### src/rtl/node_filter_pkg.sv
// constants for the node request filter bank
package node_filter_pkg;
  localparam int ADDR_W = 12;
  localparam logic [11:0] ASYNC_HIGH_SET_ADDR = 12'h100;
  localparam logic [11:0] ASYNC_HIGH_CLEAR_ADDR = 12'h104;
  localparam logic [11:0] ASYNC_LOW_SET_ADDR = 12'h108;
  localparam logic [11:0] ASYNC_LOW_CLEAR_ADDR = 12'h10C;
  localparam logic [11:0] PHYS_HIGH_SET_ADDR = 12'h110;
  localparam logic [11:0] PHYS_HIGH_CLEAR_ADDR = 12'h114;
  localparam logic [11:0] PHYS_LOW_SET_ADDR = 12'h118;
  localparam logic [11:0] PHYS_LOW_CLEAR_ADDR = 12'h11C;
  localparam logic [31:0] FILTER_RESET = 32'h00000000;
  localparam int ALL_BUSES_BIT = 31;
  localparam logic [5:0] HIGH_NODE_BASE = 6'h20;
  localparam logic [5:0] LOCAL_BUS_ID = 6'h3F;
  typedef enum logic [1:0] {
    ROUTE_NONE,
    ROUTE_ASYNC,
    ROUTE_PHYS
  } route_t;
endpackage

### src/rtl/node_request_filter.sv
// node request filter registers and request routing decision
//
// Overview of operation
// (RULE1) a set bit n of the low async filter accepts async requests from local node n.
// (RULE2) the low async filter is written through a set address and a clear address.
// (RULE3) the low async filter behaves like the high one but covers nodes 0 to 31.
// (RULE4) high physical filter bits 30 to 18 send physical requests of nodes 62 to 50 onward.
// (RULE5) a physical request is checked against the async filters first, then the physical one.
// (RULE6) a physical request lacking its physical bit goes to the async receive request context.
// (RULE7) high physical filter bit 31 accepts all requests from remote buses; the code applies it to physical requests only, after async bit 31.
// (RULE8) the high physical filter has one set address and one clear address.
// (RULE9) high async filter bit 31 accepts remote buses; bits 30 to 0 enable nodes 62 to 32.
// (RULE10) high physical filter bits 17 to 0 send physical requests of nodes 49 to 32 onward.
// (RULE11) ones written set or clear bits, zeros do nothing, set address reads back, reset is zero.
//
// The address-and-strobe port was decided locally.
`timescale 1ns/100ps
`default_nettype none
module node_request_filter
  import node_filter_pkg::*;
(
  input wire logic clock,
  input wire logic srst,
  input wire logic [ADDR_W-1:0] addr,
  input wire logic [31:0] wdata,
  input wire logic wr,
  input wire logic rd,
  output logic [31:0] rdata,
  input wire logic req_valid,
  input wire logic req_phys,
  input wire logic [9:0] req_bus_id,
  input wire logic [5:0] req_node_id,
  output logic dec_valid,
  output logic dec_accept,
  output logic dec_to_phys,
  output logic dec_to_async
);
  // ****************************************
  // state
  // ****************************************
  typedef struct packed {
    logic [31:0] async_high;
    logic [31:0] async_low;
    logic [31:0] phys_high;
    logic [31:0] phys_low;
    logic [31:0] rdata;
    logic dec_valid;
    logic dec_accept;
    logic dec_to_phys;
    logic dec_to_async;
  } state_t;

  state_t st;
  state_t next_st;
  logic remote;
  logic [4:0] idx;
  logic async_ok;
  logic phys_ok;
  logic async_accept_remote_buses;
  logic phys_accept_remote_buses;
  route_t route;

  // ****************************************
  // routing decision
  // ****************************************
  always_comb begin
    async_accept_remote_buses = st.async_high[ALL_BUSES_BIT];
    phys_accept_remote_buses = st.phys_high[ALL_BUSES_BIT];
    remote = (req_bus_id != {4'h0, LOCAL_BUS_ID}) && (req_bus_id != 10'h3FF);
    idx = req_node_id[4:0];
    if (remote) begin
      async_ok = async_accept_remote_buses; // RULE9
      phys_ok = phys_accept_remote_buses; // RULE7
    end else if (req_node_id < HIGH_NODE_BASE) begin
      async_ok = st.async_low[idx]; // RULE1 RULE3
      phys_ok = st.phys_low[idx];
    end else if (req_node_id == LOCAL_BUS_ID) begin
      // broadcast id has no filter bit
      async_ok = 1'b0;
      phys_ok = 1'b0;
    end else begin
      async_ok = st.async_high[idx]; // RULE9
      phys_ok = st.phys_high[idx]; // RULE4 RULE10
    end
    // async check always first, physical only refines the target
    if (!async_ok) begin
      route = ROUTE_NONE; // RULE5
    end else if (req_phys && phys_ok) begin
      route = ROUTE_PHYS; // RULE5
    end else begin
      route = ROUTE_ASYNC; // RULE6
    end
  end

  // ****************************************
  // registers
  // ****************************************
  always_comb begin
    next_st = st;
    next_st.rdata = 32'h00000000;
    if (wr) begin
      unique case (addr)
        ASYNC_HIGH_SET_ADDR: next_st.async_high = st.async_high | wdata; // RULE11
        ASYNC_HIGH_CLEAR_ADDR: next_st.async_high = st.async_high & ~wdata;
        ASYNC_LOW_SET_ADDR: next_st.async_low = st.async_low | wdata; // RULE2
        ASYNC_LOW_CLEAR_ADDR: next_st.async_low = st.async_low & ~wdata; // RULE2
        PHYS_HIGH_SET_ADDR: next_st.phys_high = st.phys_high | wdata; // RULE8
        PHYS_HIGH_CLEAR_ADDR: next_st.phys_high = st.phys_high & ~wdata; // RULE8
        PHYS_LOW_SET_ADDR: next_st.phys_low = st.phys_low | wdata;
        PHYS_LOW_CLEAR_ADDR: next_st.phys_low = st.phys_low & ~wdata;
        default: ;
      endcase
    end
    if (rd) begin
      // both addresses read back, unmapped reads zero
      unique case (addr)
        ASYNC_HIGH_SET_ADDR, ASYNC_HIGH_CLEAR_ADDR: next_st.rdata = st.async_high;
        ASYNC_LOW_SET_ADDR, ASYNC_LOW_CLEAR_ADDR: next_st.rdata = st.async_low; // RULE11
        PHYS_HIGH_SET_ADDR, PHYS_HIGH_CLEAR_ADDR: next_st.rdata = st.phys_high; // RULE11
        PHYS_LOW_SET_ADDR, PHYS_LOW_CLEAR_ADDR: next_st.rdata = st.phys_low;
        default: next_st.rdata = 32'h00000000;
      endcase
    end
    next_st.dec_valid = req_valid;
    next_st.dec_accept = req_valid && (route != ROUTE_NONE);
    next_st.dec_to_phys = req_valid && (route == ROUTE_PHYS);
    next_st.dec_to_async = req_valid && (route == ROUTE_ASYNC);
  end

  always_ff @(posedge clock) begin
    if (srst) begin
      st <= '0; // RULE11
    end else begin
      st <= next_st;
    end
  end

  assign rdata = st.rdata;
  assign dec_valid = st.dec_valid;
  assign dec_accept = st.dec_accept;
  assign dec_to_phys = st.dec_to_phys;
  assign dec_to_async = st.dec_to_async;

  // ****************************************
  // checks
  // ****************************************
  property p_low_set;
    @(posedge clock) disable iff (srst)
      (wr && addr == ASYNC_LOW_SET_ADDR) |=> ((st.async_low & $past(wdata)) == $past(wdata));
  endproperty
  a_low_set: assert property (p_low_set) else $error("low async set lost"); // RULE2

  property p_phys_clear;
    @(posedge clock) disable iff (srst)
      (wr && addr == PHYS_HIGH_CLEAR_ADDR) |=> ((st.phys_high & $past(wdata)) == 32'h00000000);
  endproperty
  a_phys_clear: assert property (p_phys_clear) else $error("phys clear lost"); // RULE8

  property p_zero_keeps;
    @(posedge clock) disable iff (srst)
      (wr && addr == ASYNC_LOW_SET_ADDR && wdata == 32'h00000000) |=> $stable(st.async_low);
  endproperty
  a_zero_keeps: assert property (p_zero_keeps) else $error("zero write changed bits"); // RULE11

  property p_readback;
    @(posedge clock) disable iff (srst)
      (rd && addr == PHYS_HIGH_SET_ADDR && !wr) |=> (rdata == $past(st.phys_high));
  endproperty
  a_readback: assert property (p_readback) else $error("readback wrong"); // RULE11

  property p_low_accept;
    @(posedge clock) disable iff (srst)
      (req_valid && !remote && req_node_id < HIGH_NODE_BASE) |=>
        (dec_accept == $past(st.async_low[idx]));
  endproperty
  a_low_accept: assert property (p_low_accept) else $error("low accept wrong"); // RULE1

  property p_phys_route;
    @(posedge clock) disable iff (srst)
      (req_valid && req_phys && async_ok && !phys_ok) |=> (dec_to_async && !dec_to_phys);
  endproperty
  a_phys_route: assert property (p_phys_route) else $error("fallback missing"); // RULE6

  property p_remote;
    @(posedge clock) disable iff (srst)
      (req_valid && remote && req_phys && st.async_high[31] && st.phys_high[31]) |=> dec_to_phys;
  endproperty
  a_remote: assert property (p_remote) else $error("remote accept wrong"); // RULE7

  property p_async_first;
    @(posedge clock) disable iff (srst)
      (req_valid && !async_ok) |=> (!dec_accept && !dec_to_phys);
  endproperty
  a_async_first: assert property (p_async_first) else $error("async check skipped"); // RULE5

  property p_high_phys;
    @(posedge clock) disable iff (srst)
      (req_valid && req_phys && !remote && req_node_id == 6'h32 && st.async_high[18]
        && st.phys_high[18]) |=> dec_to_phys;
  endproperty
  a_high_phys: assert property (p_high_phys) else $error("node 50 phys wrong"); // RULE4

  property p_low_clear;
    @(posedge clock) disable iff (srst)
      (wr && addr == ASYNC_LOW_CLEAR_ADDR) |=>
        ((st.async_low & $past(wdata)) == 32'h00000000);
  endproperty
  a_low_clear: assert property (p_low_clear) else $error("low async clear lost"); // RULE2

  property p_phys_set;
    @(posedge clock) disable iff (srst)
      (wr && addr == PHYS_HIGH_SET_ADDR) |=>
        ((st.phys_high & $past(wdata)) == $past(wdata));
  endproperty
  a_phys_set: assert property (p_phys_set) else $error("phys set lost"); // RULE8

  property p_high_set;
    @(posedge clock) disable iff (srst)
      (wr && addr == ASYNC_HIGH_SET_ADDR) |=>
        ((st.async_high & $past(wdata)) == $past(wdata));
  endproperty
  a_high_set: assert property (p_high_set) else $error("high async set lost"); // RULE9

  property p_high_clear;
    @(posedge clock) disable iff (srst)
      (wr && addr == ASYNC_HIGH_CLEAR_ADDR) |=>
        ((st.async_high & $past(wdata)) == 32'h00000000);
  endproperty
  a_high_clear: assert property (p_high_clear) else $error("high async clear lost"); // RULE9

  property p_low_readback;
    @(posedge clock) disable iff (srst)
      (rd && addr == ASYNC_LOW_SET_ADDR && !wr) |=> (rdata == $past(st.async_low));
  endproperty
  a_low_readback: assert property (p_low_readback) else $error("low readback"); // RULE11

  property p_unmapped_read;
    @(posedge clock) disable iff (srst)
      (rd && addr[11:8] != 4'h1) |=> (rdata == 32'h00000000);
  endproperty
  a_unmapped_read: assert property (p_unmapped_read) else $error("unmapped read"); // RULE11

  property p_rdata_idle;
    @(posedge clock) disable iff (srst)
      !rd |=> (rdata == 32'h00000000);
  endproperty
  a_rdata_idle: assert property (p_rdata_idle) else $error("read data lingers"); // RULE11

  property p_isolated;
    @(posedge clock) disable iff (srst)
      (wr && addr == ASYNC_LOW_SET_ADDR) |=>
        ($stable(st.async_high) && $stable(st.phys_high));
  endproperty
  a_isolated: assert property (p_isolated) else $error("other filter hit"); // RULE2

  property p_reset_zero;
    @(posedge clock)
      srst |=> (st.async_low == FILTER_RESET && st.async_high == FILTER_RESET
        && st.phys_low == FILTER_RESET && st.phys_high == FILTER_RESET
        && rdata == 32'h00000000 && !dec_valid);
  endproperty
  a_reset_zero: assert property (p_reset_zero) else $error("reset not zero"); // RULE11

  property p_quiet;
    @(posedge clock) disable iff (srst)
      !req_valid |=> !(dec_valid || dec_accept || dec_to_phys || dec_to_async);
  endproperty
  a_quiet: assert property (p_quiet) else $error("decision without request"); // RULE1

  property p_dec_follows;
    @(posedge clock) disable iff (srst)
      req_valid |=> dec_valid;
  endproperty
  a_dec_follows: assert property (p_dec_follows) else $error("request dropped"); // RULE5

  property p_nonphys;
    @(posedge clock) disable iff (srst)
      (req_valid && !req_phys) |=> !dec_to_phys;
  endproperty
  a_nonphys: assert property (p_nonphys) else $error("async request to phys"); // RULE5

  property p_accept_split;
    @(posedge clock) disable iff (srst)
      (dec_accept == (dec_to_phys || dec_to_async)) && !(dec_to_phys && dec_to_async);
  endproperty
  a_accept_split: assert property (p_accept_split) else $error("route conflict"); // RULE6

  property p_remote_reject;
    @(posedge clock) disable iff (srst)
      (req_valid && remote && !async_accept_remote_buses) |=> (dec_valid && !dec_accept);
  endproperty
  a_remote_reject: assert property (p_remote_reject) else $error("remote reject"); // RULE9

  property p_remote_async;
    @(posedge clock) disable iff (srst)
      (req_valid && remote && async_accept_remote_buses && !phys_accept_remote_buses) |=>
        (dec_to_async && !dec_to_phys);
  endproperty
  a_remote_async: assert property (p_remote_async) else $error("remote fallback"); // RULE7

  property p_high_accept;
    @(posedge clock) disable iff (srst)
      (req_valid && !remote && req_node_id >= HIGH_NODE_BASE && req_node_id != LOCAL_BUS_ID)
        |=> (dec_accept == $past(st.async_high[req_node_id[4:0]]));
  endproperty
  a_high_accept: assert property (p_high_accept) else $error("high accept wrong"); // RULE9

  property p_node62_phys;
    @(posedge clock) disable iff (srst)
      (req_valid && req_phys && !remote && req_node_id == 6'h3E && st.async_high[30]
        && st.phys_high[30]) |=> dec_to_phys;
  endproperty
  a_node62_phys: assert property (p_node62_phys) else $error("node 62 phys"); // RULE4

  property p_node32_phys;
    @(posedge clock) disable iff (srst)
      (req_valid && req_phys && !remote && req_node_id == 6'h20 && st.async_high[0]
        && st.phys_high[0]) |=> dec_to_phys;
  endproperty
  a_node32_phys: assert property (p_node32_phys) else $error("node 32 phys"); // RULE10

  property p_broadcast;
    @(posedge clock) disable iff (srst)
      (req_valid && !remote && req_node_id == LOCAL_BUS_ID) |=> (dec_valid && !dec_accept);
  endproperty
  a_broadcast: assert property (p_broadcast) else $error("broadcast accepted"); // RULE9

  property p_low_fallback;
    @(posedge clock) disable iff (srst)
      (req_valid && req_phys && !remote && req_node_id < HIGH_NODE_BASE
        && st.async_low[idx] && !st.phys_low[idx]) |=> (dec_to_async && !dec_to_phys);
  endproperty
  a_low_fallback: assert property (p_low_fallback) else $error("low fallback"); // RULE6
endmodule
`default_nettype wire

### config.mk
export PLATFORM = sky130hd
export DESIGN_NAME = node_request_filter
export DESIGN_NICKNAME = d
export VERILOG_FILES = /design/src/rtl/node_filter_pkg.sv /design/src/rtl/node_request_filter.sv
export SDC_FILE = /design/constraint.sdc
export NUM_CORES = 1
export LEC_CHECK = 0
export ABC_AREA = 0
export BUFFER_PORTS_ARGS = -buffer_cell sky130_fd_sc_hd__buf_4
export CORE_ASPECT_RATIO = 0.8
export CORE_MARGIN = 4
export CORE_UTILIZATION = 60
export CTS_CLUSTER_DIAMETER = 40
export DETAILED_ROUTE_END_ITERATION = 12
export HOLD_SLACK_MARGIN = 0.12
export PLACE_DENSITY = 0.88
export SYNTH_ARGS = -nofsm -noshare
export SYNTH_HDL_FRONTEND = slang
export SYNTH_SLANG_ARGS = --single-unit
### constraint.sdc
create_clock -name clock -period 6.45 [get_ports clock]
set_input_delay 0.645 -clock clock [delete_from_list [all_inputs] [get_ports clock]]
set_output_delay 0.645 -clock clock [all_outputs]
set_load 0.01 [all_outputs]
==> results_dict.tcl, run 1 <==
set metrics [dict create \
    rrSetupSlack_ns 4.34 \
    synth_ff_type "dfxtp_1" \
    critPathBufInv 2 \
    remaining_drc_errors 0 \
    place_congestion 0.862 \
    synth_nets 976 \
    setup_viol 0 \
    firstDrtPassIters 7 \
    wire_per_inst_um 20.4 \
    cts_tree "done" \
    critPathSlowestCell "and2_2" \
    cts.repair.resized 0 \
    grt_pass1_wl_um 36900 \
    synth_edf_count 0 \
    fin_tns_setup_ns 0 \
    grt_max_degree 129 \
    finalNetCount 984 \
    crit_required_ns 6.79 \
    hold_class "flip-flop to flip-flop" \
    cap_violations 0 \
    cp_slowest_stage_delay_ns 0.93 \
    peakVddDrop_mv 0.207 \
    portBuffers 101 \
    final.fill_count 1069 \
    netlist.area_leader.share_pct 38.8 \
    rsz0062_at_grt "no" \
    die_x_um 141 \
    clk_pin_slew_worst_paths_ns 0.06 \
    pwr_density_cell_mw_per_mm2 229 \
    dp_hpwl_um 13900 \
    seq_area_frac_synth_pct 38.8 \
    relSlewSlack_pct 24.6 \
    synth_area_leaders "dfxtp_1 (39%), and3_1 (9.9%), a21oi_1 (9.5%), nor3_2 (8.2%), a22oi_1 (6.4%)" \
    worstPathCellList "buf_4, or4_4, nor4b_4, and3_1, buf_4, and2_2, a21oi_1, nor3_2" \
    power.switching_w 0.000471 \
    drv_slew 0 \
    core_sq_mm 0.0137 \
    endpoint_kind "flip-flop" \
    grt_usage_pct 28.2 \
    grt_pass1_vias 6952 \
    antenna_left 0 \
    area_growth_pct 9.86 \
    crit_top_cell "buf_4" \
    cts_buffers 17 \
    worstSetupPathType "primary input to flip-flop" \
    fin_crit_sh_pct 51.2 \
    cp_max_fo 64 \
    rr_worst_depth 6 \
    die-area_sq_mm 0.0161 \
    grt_overflow_total 0 \
    ys_types 39 \
    clkLatencyLatePin_ns 0.42 \
    fin_skew_ns 0.00761 \
    final_core_util_pct 67.9 \
    start_util_pct 61.8 \
    antenna_found_initial 0 \
    syn_inst 910 \
    start_kind "primary input" \
    clkPwrFrac_pct 46.5 \
    path_delay_family "simple AND/OR/NAND/NOR gates" \
    clock_sinks 164 \
    synth_top_cell_by_area "dfxtp_1" \
    drtIter0Drc 1134 \
    syn_area_per_cell_sq_um 9.30 \
    diodes 0 \
    fp-row-count 38 \
    synth_seq_cells 164 \
    layout_common_cells "dfxtp_1 (164), a21oi_1 (161), and3_1 (132)" \
    synth_warnings 0 \
    reg2reg_to "dec_to_async$_SDFF_PP0_" \
    cts_setup_buffers 0 \
    worstSetupStartpoint "addr[7]" \
    wl_um 22700 \
    final_common_cell "dfxtp_1" \
    die_y_um 114 \
    layout-drive-gt1-share_pct 25.0 \
    vias 7449 \
    status "finished clean" \
    cp_num_cells 8 \
    worst_pin_slew_ns 1.13 \
    io_pins 102 \
    period_minus_slack_ns 3.31 \
    power_frac_seq_pct 47.6 \
    hold_violations 0 \
    clockBufferDepth 2 \
    synth-async-reset-ratio_pct 0 \
    netlist_area_sq_mm 0.00847 \
    avgViaCountPerCell 6.72 \
    arrival_ns 3.65 \
    power_frac_comb_pct 5.8 \
    p_int_w 0.00166 \
    cts_max_level 4 \
    swShare_pct 22.1 \
    power_leakage_nw 3.64 \
    cts_hold_buf 0 \
    max_freq_mhz 303 \
    clock-root-buffer "clkbuf_16" \
]
## cells in the mapped netlist, types with 5 or more instances
cell / n
clkbuf_1: 39
and3_1: 134
nor3_1: 63
and2_1: 7
buf_2: 16
dfxtp_1: 164
a21oi_1: 161
buf_4: 45
nor3_2: 69
buf_6: 18
nor2b_1: 7
mux2_2: 7
mux2i_1: 36
nand3_1: 5
nand2_1: 12
nor2_1: 6
mux4_2: 14
a22oi_1: 72
## cell type report
type,count,area (sq um),area share (%)
inverter,4,15.0,0.161
clock inverter,10,136,1.47
multi-input combinational,624,4410,47.4
clock buffer,19,433,4.65
timing repair buffer,107,803,8.64
sequential,164,3280,35.3
tap,180,225,2.42
## kinds of logic after synthesis
logic type / Yosys count / share of synthesized area [%]
and+or+nand+nor: 316 / 25.3
AOI/OAI and AO/OA: 251 / 17.8
DFF: 164 / 38.8
buffers and inverters: 122 / 9.24
muxes: 57 / 8.91
## power groups by stage
stage	registers (W)	logic (W)	clock network [W]
6_report	0.00101	0.000124	0.000990
5_1_grt	0.00101	0.000133	0.00104
4_1_cts	0.00101	0.000122	0.000997
3_5_place_dp	0.00104	0.000121	0
3_3_place_gp	0.00104	0.000119	0
2_1_floorplan	0.00104	0.0000602	0
## how the worst min path moves through the flow
stage | start | endpoint | cells past startpoint
after floorplan | flip-flop | dec_to_phys$_SDFF_PP0_ | 2
after global placement | flip-flop | flip-flop | 2
after detailed placement | flip-flop | flip-flop | 2
after CTS | flip-flop | flip-flop | 2
after global routing | flip-flop | flip-flop | 2
final | flip-flop | flip-flop | 2
## worst reg2reg max path: stages, from the launching register on
cell       delay, ns
dfxtp_1         0.40
mux2i_1         0.10
mux4_2          0.46
a2111oi_0       0.50
o211a_1         0.20
nor3_1          0.08
and4b_1         0.30
## metrics by stage
step,cells,setup WS (ns),total power (W),hold WS (ns),cell area (sq um)
6_report,1108,3.14,0.00213,0.526,9300
5_1_grt,1108,3.00,0.00218,0.543,9300
4_1_cts,1108,3.18,0.00213,0.525,9300
3_5_place_dp,1079,2.84,0.00116,0.517,8730
3_3_place_gp,1079,2.96,0.00116,0.508,8730
2_1_floorplan,910,3.96,0.00110,0.495,8470
## routing by layer
layer  wire, um  GRT usage [%]  part of all wire (%)  vias up
li1           -              -                     -     3381
met5          0              0                     0        -
met2      10000           42.0                    44      494
met4        615           10.8                   2.7        0
met1       9550           40.3                    42     3504
met3       2480           5.85                    11       70
Power figures use the tool's default switching activity.
==> inputs of run 2 (changes only) <==
--- a/config.mk
+++ b/config.mk
@@ -9,11 +9,11 @@
 export BUFFER_PORTS_ARGS = -buffer_cell sky130_fd_sc_hd__buf_4
 export CORE_ASPECT_RATIO = 0.8
 export CORE_MARGIN = 4
-export CORE_UTILIZATION = 60
+export CORE_UTILIZATION = 53
 export CTS_CLUSTER_DIAMETER = 40
 export DETAILED_ROUTE_END_ITERATION = 12
 export HOLD_SLACK_MARGIN = 0.12
-export PLACE_DENSITY = 0.88
+export PLACE_DENSITY = 0.83
 export SYNTH_ARGS = -nofsm -noshare
 export SYNTH_HDL_FRONTEND = slang
 export SYNTH_SLANG_ARGS = --single-unit
==> constraint.sdc (replaced) <==
create_clock -name clock -period 2.9 [get_ports clock]
set_input_delay 0.29 -clock clock [delete_from_list [all_inputs] [get_ports clock]]
set_output_delay 0.29 -clock clock [all_outputs]
set_load 0.01 [all_outputs]
==> results_dict.tcl, run 2 (synthesized netlist as in run 1, its figures left out) <==
set metrics [dict create \
    clock-root-buffer "clkbuf_16" \
    worst_pin_slew_ns 1.03 \
    fin_crit_sh_pct 75.9 \
    cts_buffers 17 \
    finalPower_w 0.00485 \
    p_int_w 0.00377 \
    io_pins 102 \
    clockBufferDepth 2 \
    grtUsageMet2_pct 37.7 \
    grt_max_degree 130 \
    die-area_sq_mm 0.0181 \
    rr_worst_depth 6 \
    critPathSlowestCell "a2111oi_0" \
    diodes 0 \
    worstPathCellList "mux2i_1, mux4_2, a2111oi_0, o211a_1, nor3_1, and4b_1" \
    layout_common_cells "dfxtp_1 (164), a21oi_1 (161), and3_1 (132)" \
    die_y_um 121 \
    gr-usage-met1_pct 36.2 \
    relSlewSlack_pct 31.2 \
    rsz0062_at_grt "no" \
    power_frac_seq_pct 46.4 \
    swShare_pct 22.3 \
    place_congestion 0.880 \
    finalNetCount 991 \
    remaining_drc_errors 0 \
    fin_skew_ns 0.00626 \
    pwr_density_cell_mw_per_mm2 509 \
    reg2reg_to "dec_to_async$_SDFF_PP0_" \
    fp-row-count 41 \
    drtIter0Drc 985 \
    core_sq_mm 0.0157 \
    die_x_um 149 \
    status "finished clean" \
    clk_pin_slew_worst_paths_ns 0.06 \
    endpoint_kind "flip-flop" \
    power.switching_w 0.00108 \
    final-seq-area_sq_mm 0.00328 \
    clock_sinks 164 \
    grt_usage_pct 25.5 \
    dp_hpwl_um 14000 \
    firstDrtPassIters 5 \
    wl_um 23400 \
    rrSetupSlack_ns 0.70 \
    cts_tree "done" \
    hold_class "primary input to flip-flop" \
    grt_pass1_wl_um 36900 \
    wire_per_inst_um 20.3 \
    grt_pass1_vias 6960 \
    avgViaCountPerCell 6.47 \
    clkLatencyLatePin_ns 0.44 \
    clkPwrFrac_pct 47.7 \
    antenna_left 0 \
    cp_max_fo 3 \
    power_leakage_nw 3.73 \
    max_freq_mhz 454 \
    antenna_found_initial 0 \
    use_met3_pct 5.97 \
    busiest_layer "met2" \
    crit_path_end "dec_to_async$_SDFF_PP0_" \
    grt_overflow_total 0 \
    fin_tns_setup_ns 0 \
    vias 7448 \
    layout-drive-gt1-share_pct 25.6 \
    setup_viol 0 \
    power_frac_comb_pct 5.9 \
    cts_setup_buffers 0 \
    drv_slew 0 \
    final_common_cell "dfxtp_1" \
    hold_violations 0 \
    start_util_pct 53.9 \
    final.fill_count 1330 \
    crit_required_ns 3.28 \
    peakVddDrop_mv 0.372 \
    arrival_ns 2.58 \
    multi_input_area_sq_mm 0.00441 \
    worstSetupPathType "flip-flop to flip-flop" \
    start_kind "flip-flop" \
    cts_max_level 4 \
    area_growth_pct 12.7 \
    cap_violations 0 \
    period_minus_slack_ns 2.20 \
    portBuffers 101 \
    cp_slowest_stage_delay_ns 0.62 \
]
[run 2: changes by cell type in the layout (fill, tap and decap cells not counted)]
cell | previous run | this run
buf_12 | 0 | 9
buf_4 | 107 | 104
clkbuf_8 | 0 | 3
clkinvlp_4 | 3 | 0
clkinv_2 | 3 | 4
clkinv_4 | 1 | 2
dlygate4sd3_1 | 0 | 1
[run 2: power by group through the flow]
stage,clock network [W],logic (W),registers [W]
after global placement,0,0.000273,0.00230
after global routing,0.00244,0.000302,0.00225
after CTS,0.00234,0.000278,0.00225
after floorplan,0,0.000134,0.00230
after detailed placement,0,0.000276,0.00230
final,0.00232,0.000285,0.00225
[run 2: repair_timing]
| item | 4_1_cts | 5_1_grt |
|---|---|---|
| endpoints found under the hold margin | 1 | 0 |
| endpoints found under the setup margin | 0 | 0 |
| gates resized for setup | 0 | 0 |
| hold buffers | 1 | 0 |
[run 2: critical path: cells and delay by family, from the launching register on]
kind	cells	cell delay (ns)
AO/OA/AOI/OAI	2	0.83
flip-flops	1	0.39
multiplexers	2	0.58
AND/OR/NAND/NOR	2	0.34
[run 2: area by class of cell]
type / instances / area share [%]
inverter: 4 / 0.157
clock inverter: 9 / 1.34
tap: 215 / 2.82
timing repair buffer: 114 / 10.2
clock buffer: 22 / 4.97
multi-input combinational: 624 / 46.2
sequential: 164 / 34.4
[run 2: metrics by stage]
stage / worst slack (ns) / area [sq um] / instances / hold WS [ns] / utilization (%)
after floorplan: 0.762 / 8470 / 910 / 0.393 / -
after global placement: 0.455 / 8930 / 1120 / 0.508 / 56.9
after detailed placement: 0.470 / 8930 / 1120 / 0.518 / 56.9
after CTS: 0.803 / 9550 / 1152 / 0.178 / 60.8
after global routing: 0.675 / 9550 / 1152 / 0.197 / 60.8
final: 0.698 / 9550 / 1152 / 0.192 / 60.8
[run 2: worst min-delay path by stage]
| stage | start | end | slack [ns] | cells after the start |
|---|---|---|---|---|
| finish | wdata[11] | flip-flop | 0.19 | 3 |
| global route | wdata[11] | flip-flop | 0.20 | 3 |
| CTS | wdata[11] | flip-flop | 0.18 | 3 |
| detailed placement | flip-flop | flip-flop | 0.52 | 2 |
| global placement | flip-flop | flip-flop | 0.51 | 2 |
| floorplan | srst | dec_valid$_SDFF_PP0_ | 0.39 | 1 |
[run 2: per-layer routing]
layer  up-vias  part of all wire (%)
met3        36                    11
li1       3398                     -
met4         0                   1.9
met2       448                    44
met5         -                     0
met1      3566                    43
==> inputs of run 3 (changes only) <==
==> constraint.sdc (replaced) <==
create_clock -name clock -period 2 [get_ports clock]
set_input_delay 0.2 -clock clock [delete_from_list [all_inputs] [get_ports clock]]
set_output_delay 0.2 -clock clock [all_outputs]
set_load 0.01 [all_outputs]
==> results_dict.tcl, run 3 (synthesized netlist as in run 1, its figures left out) <==
set metrics [dict create \
    grt_pass1_wl_um 39400 \
    clock-root-buffer "clkbuf_16" \
    dp_slack_ns -0.367 \
    relSlewSlack_pct 45.2 \
    core_sq_mm 0.0157 \
    cap_violations 0 \
    drv_slew 0 \
    layout-drive-gt1-share_pct 31.1 \
    diodes 0 \
    finalNetCount 1058 \
    layoutNonFillerInstCount 1220 \
    cp_max_fo 3 \
    grt_overflow_total 0 \
    firstDrtPassIters 6 \
    pwr_density_cell_mw_per_mm2 695 \
    grt_max_degree 129 \
    fin_skew_ns 0.00776 \
    clockBufferDepth 2 \
    arrival_ns 2.32 \
    layout_common_cells "a21oi_1 (161), dfxtp_1 (155), buf_4 (134)" \
    grt_pass1_vias 7452 \
    portBuffers 101 \
    start_util_pct 53.9 \
    power_frac_comb_pct 7.2 \
    grt_usage_pct 27.4 \
    place_congestion 0.940 \
    final_common_cell "a21oi_1" \
    swShare_pct 23.5 \
    worstSetupPathType "flip-flop to flip-flop" \
    drtIter0Drc 1052 \
    die_x_um 149 \
    peakVddDrop_mv 0.541 \
    avgViaCountPerCell 6.49 \
    antenna_found_initial 0 \
    setup_ws_ns -0.00162 \
    vias 7916 \
    power.switching_w 0.00170 \
    endpoint_kind "flip-flop" \
    setup_viol 1 \
    io_pins 102 \
    remaining_drc_errors 0 \
    violations "setup timing" \
    status "complete, but fails checks" \
    cts_tree "done" \
    period_minus_slack_ns 2.00 \
    die_y_um 121 \
    area_growth_pct 23.1 \
    dp_hpwl_um 15900 \
    start_kind "flip-flop" \
    fin_crit_sh_pct 100 \
    wl_um 25500 \
    cts_max_level 4 \
    clkPwrFrac_pct 47.7 \
    die-area_sq_mm 0.0181 \
    fp-row-count 41 \
    dp_cells 1155 \
    power_leakage_nw 4.06 \
    p_int_w 0.00554 \
    clkLatencyLatePin_ns 0.43 \
    clk_pin_slew_worst_paths_ns 0.07 \
    max_freq_mhz 500 \
    hold_class "primary input to flip-flop" \
    crit_required_ns 2.32 \
    worst_pin_slew_ns 0.822 \
    power_frac_seq_pct 45.1 \
    wire_per_inst_um 20.9 \
    clock_sinks 164 \
    antenna_left 0 \
    hold_violations 0 \
    cts_buffers 17 \
]
-- run 3: cell type report --
| cell class | count | area [sq um] |
|---|---|---|
| Clock buffer | 19 | 453 |
| Timing Repair Buffer | 181 | 1640 |
| Clock inverter | 13 | 171 |
| Sequential cell | 164 | 3290 |
| Fill cell | 1194 | 5270 |
| Multi-Input combinational cell | 624 | 4590 |
| Tap cell | 215 | 269 |
| Inverter | 4 | 15.0 |
-- run 3: final timing paths --
| path | depth (start not counted) | startpoint | slack, ns | endpoint |
|---|---|---|---|---|
| hold reg to reg | 2 | flip-flop | 0.53 | flip-flop |
| setup reg to reg | 6 | flip-flop | -0.002 | dec_to_async$_SDFF_PP0_ |
| hold / removal | 3 | wdata[12] | 0.14 | flip-flop |
| setup / recovery | 6 | flip-flop | -0.002 | dec_to_async$_SDFF_PP0_ |
-- run 3: what timing repair did --
item                       CTS  global route
resized for setup            0            27
hold buffers                31             0
buffers inserted             0             2
setup endpoints to repair    0             3
hold endpoints to repair    58             0
-- run 3: routing by layer --
metal	wire length, um	global-route usage, %
met1	10200	37.3
met5	0	0
met3	2900	8.25
met4	702	8.81
met2	11600	41.8
-- run 3: per-stage QoR --
step	util [%]	hold WS (ns)	total power [W]	setup TNS (ns)	cell area, sq um
floorplan	-	0.303	0.00354	-1.79	8550
global placement	59.6	0.486	0.00378	-31.33	9360
detailed placement	59.6	0.480	0.00378	-35.66	9360
CTS	65.6	0.129	0.00724	0	10300
global route	66.4	0.141	0.00743	-0.0696	10400
finish	66.4	0.143	0.00724	-0.00162	10400
-- run 3: worst max-delay path: stages, from the launching register on --
cell and delay, ns:
dfxtp_1 0.35, mux4_2 0.46, mux2_4 0.30, nor3_4 0.24
a2111oi_4 0.08, nor3_2 0.22, and4b_1 0.23
-- run 3: power by group through the flow --
| stage | Sequential (W) | Combinational, W | Clock (W) |
|---|---|---|---|
| after floorplan | 0.00334 | 0.000195 | 0 |
| after global placement | 0.00334 | 0.000434 | 0 |
| after detailed placement | 0.00334 | 0.000440 | 0 |
| after CTS | 0.00327 | 0.000491 | 0.00348 |
| after global routing | 0.00327 | 0.000551 | 0.00361 |
| final | 0.00327 | 0.000519 | 0.00346 |
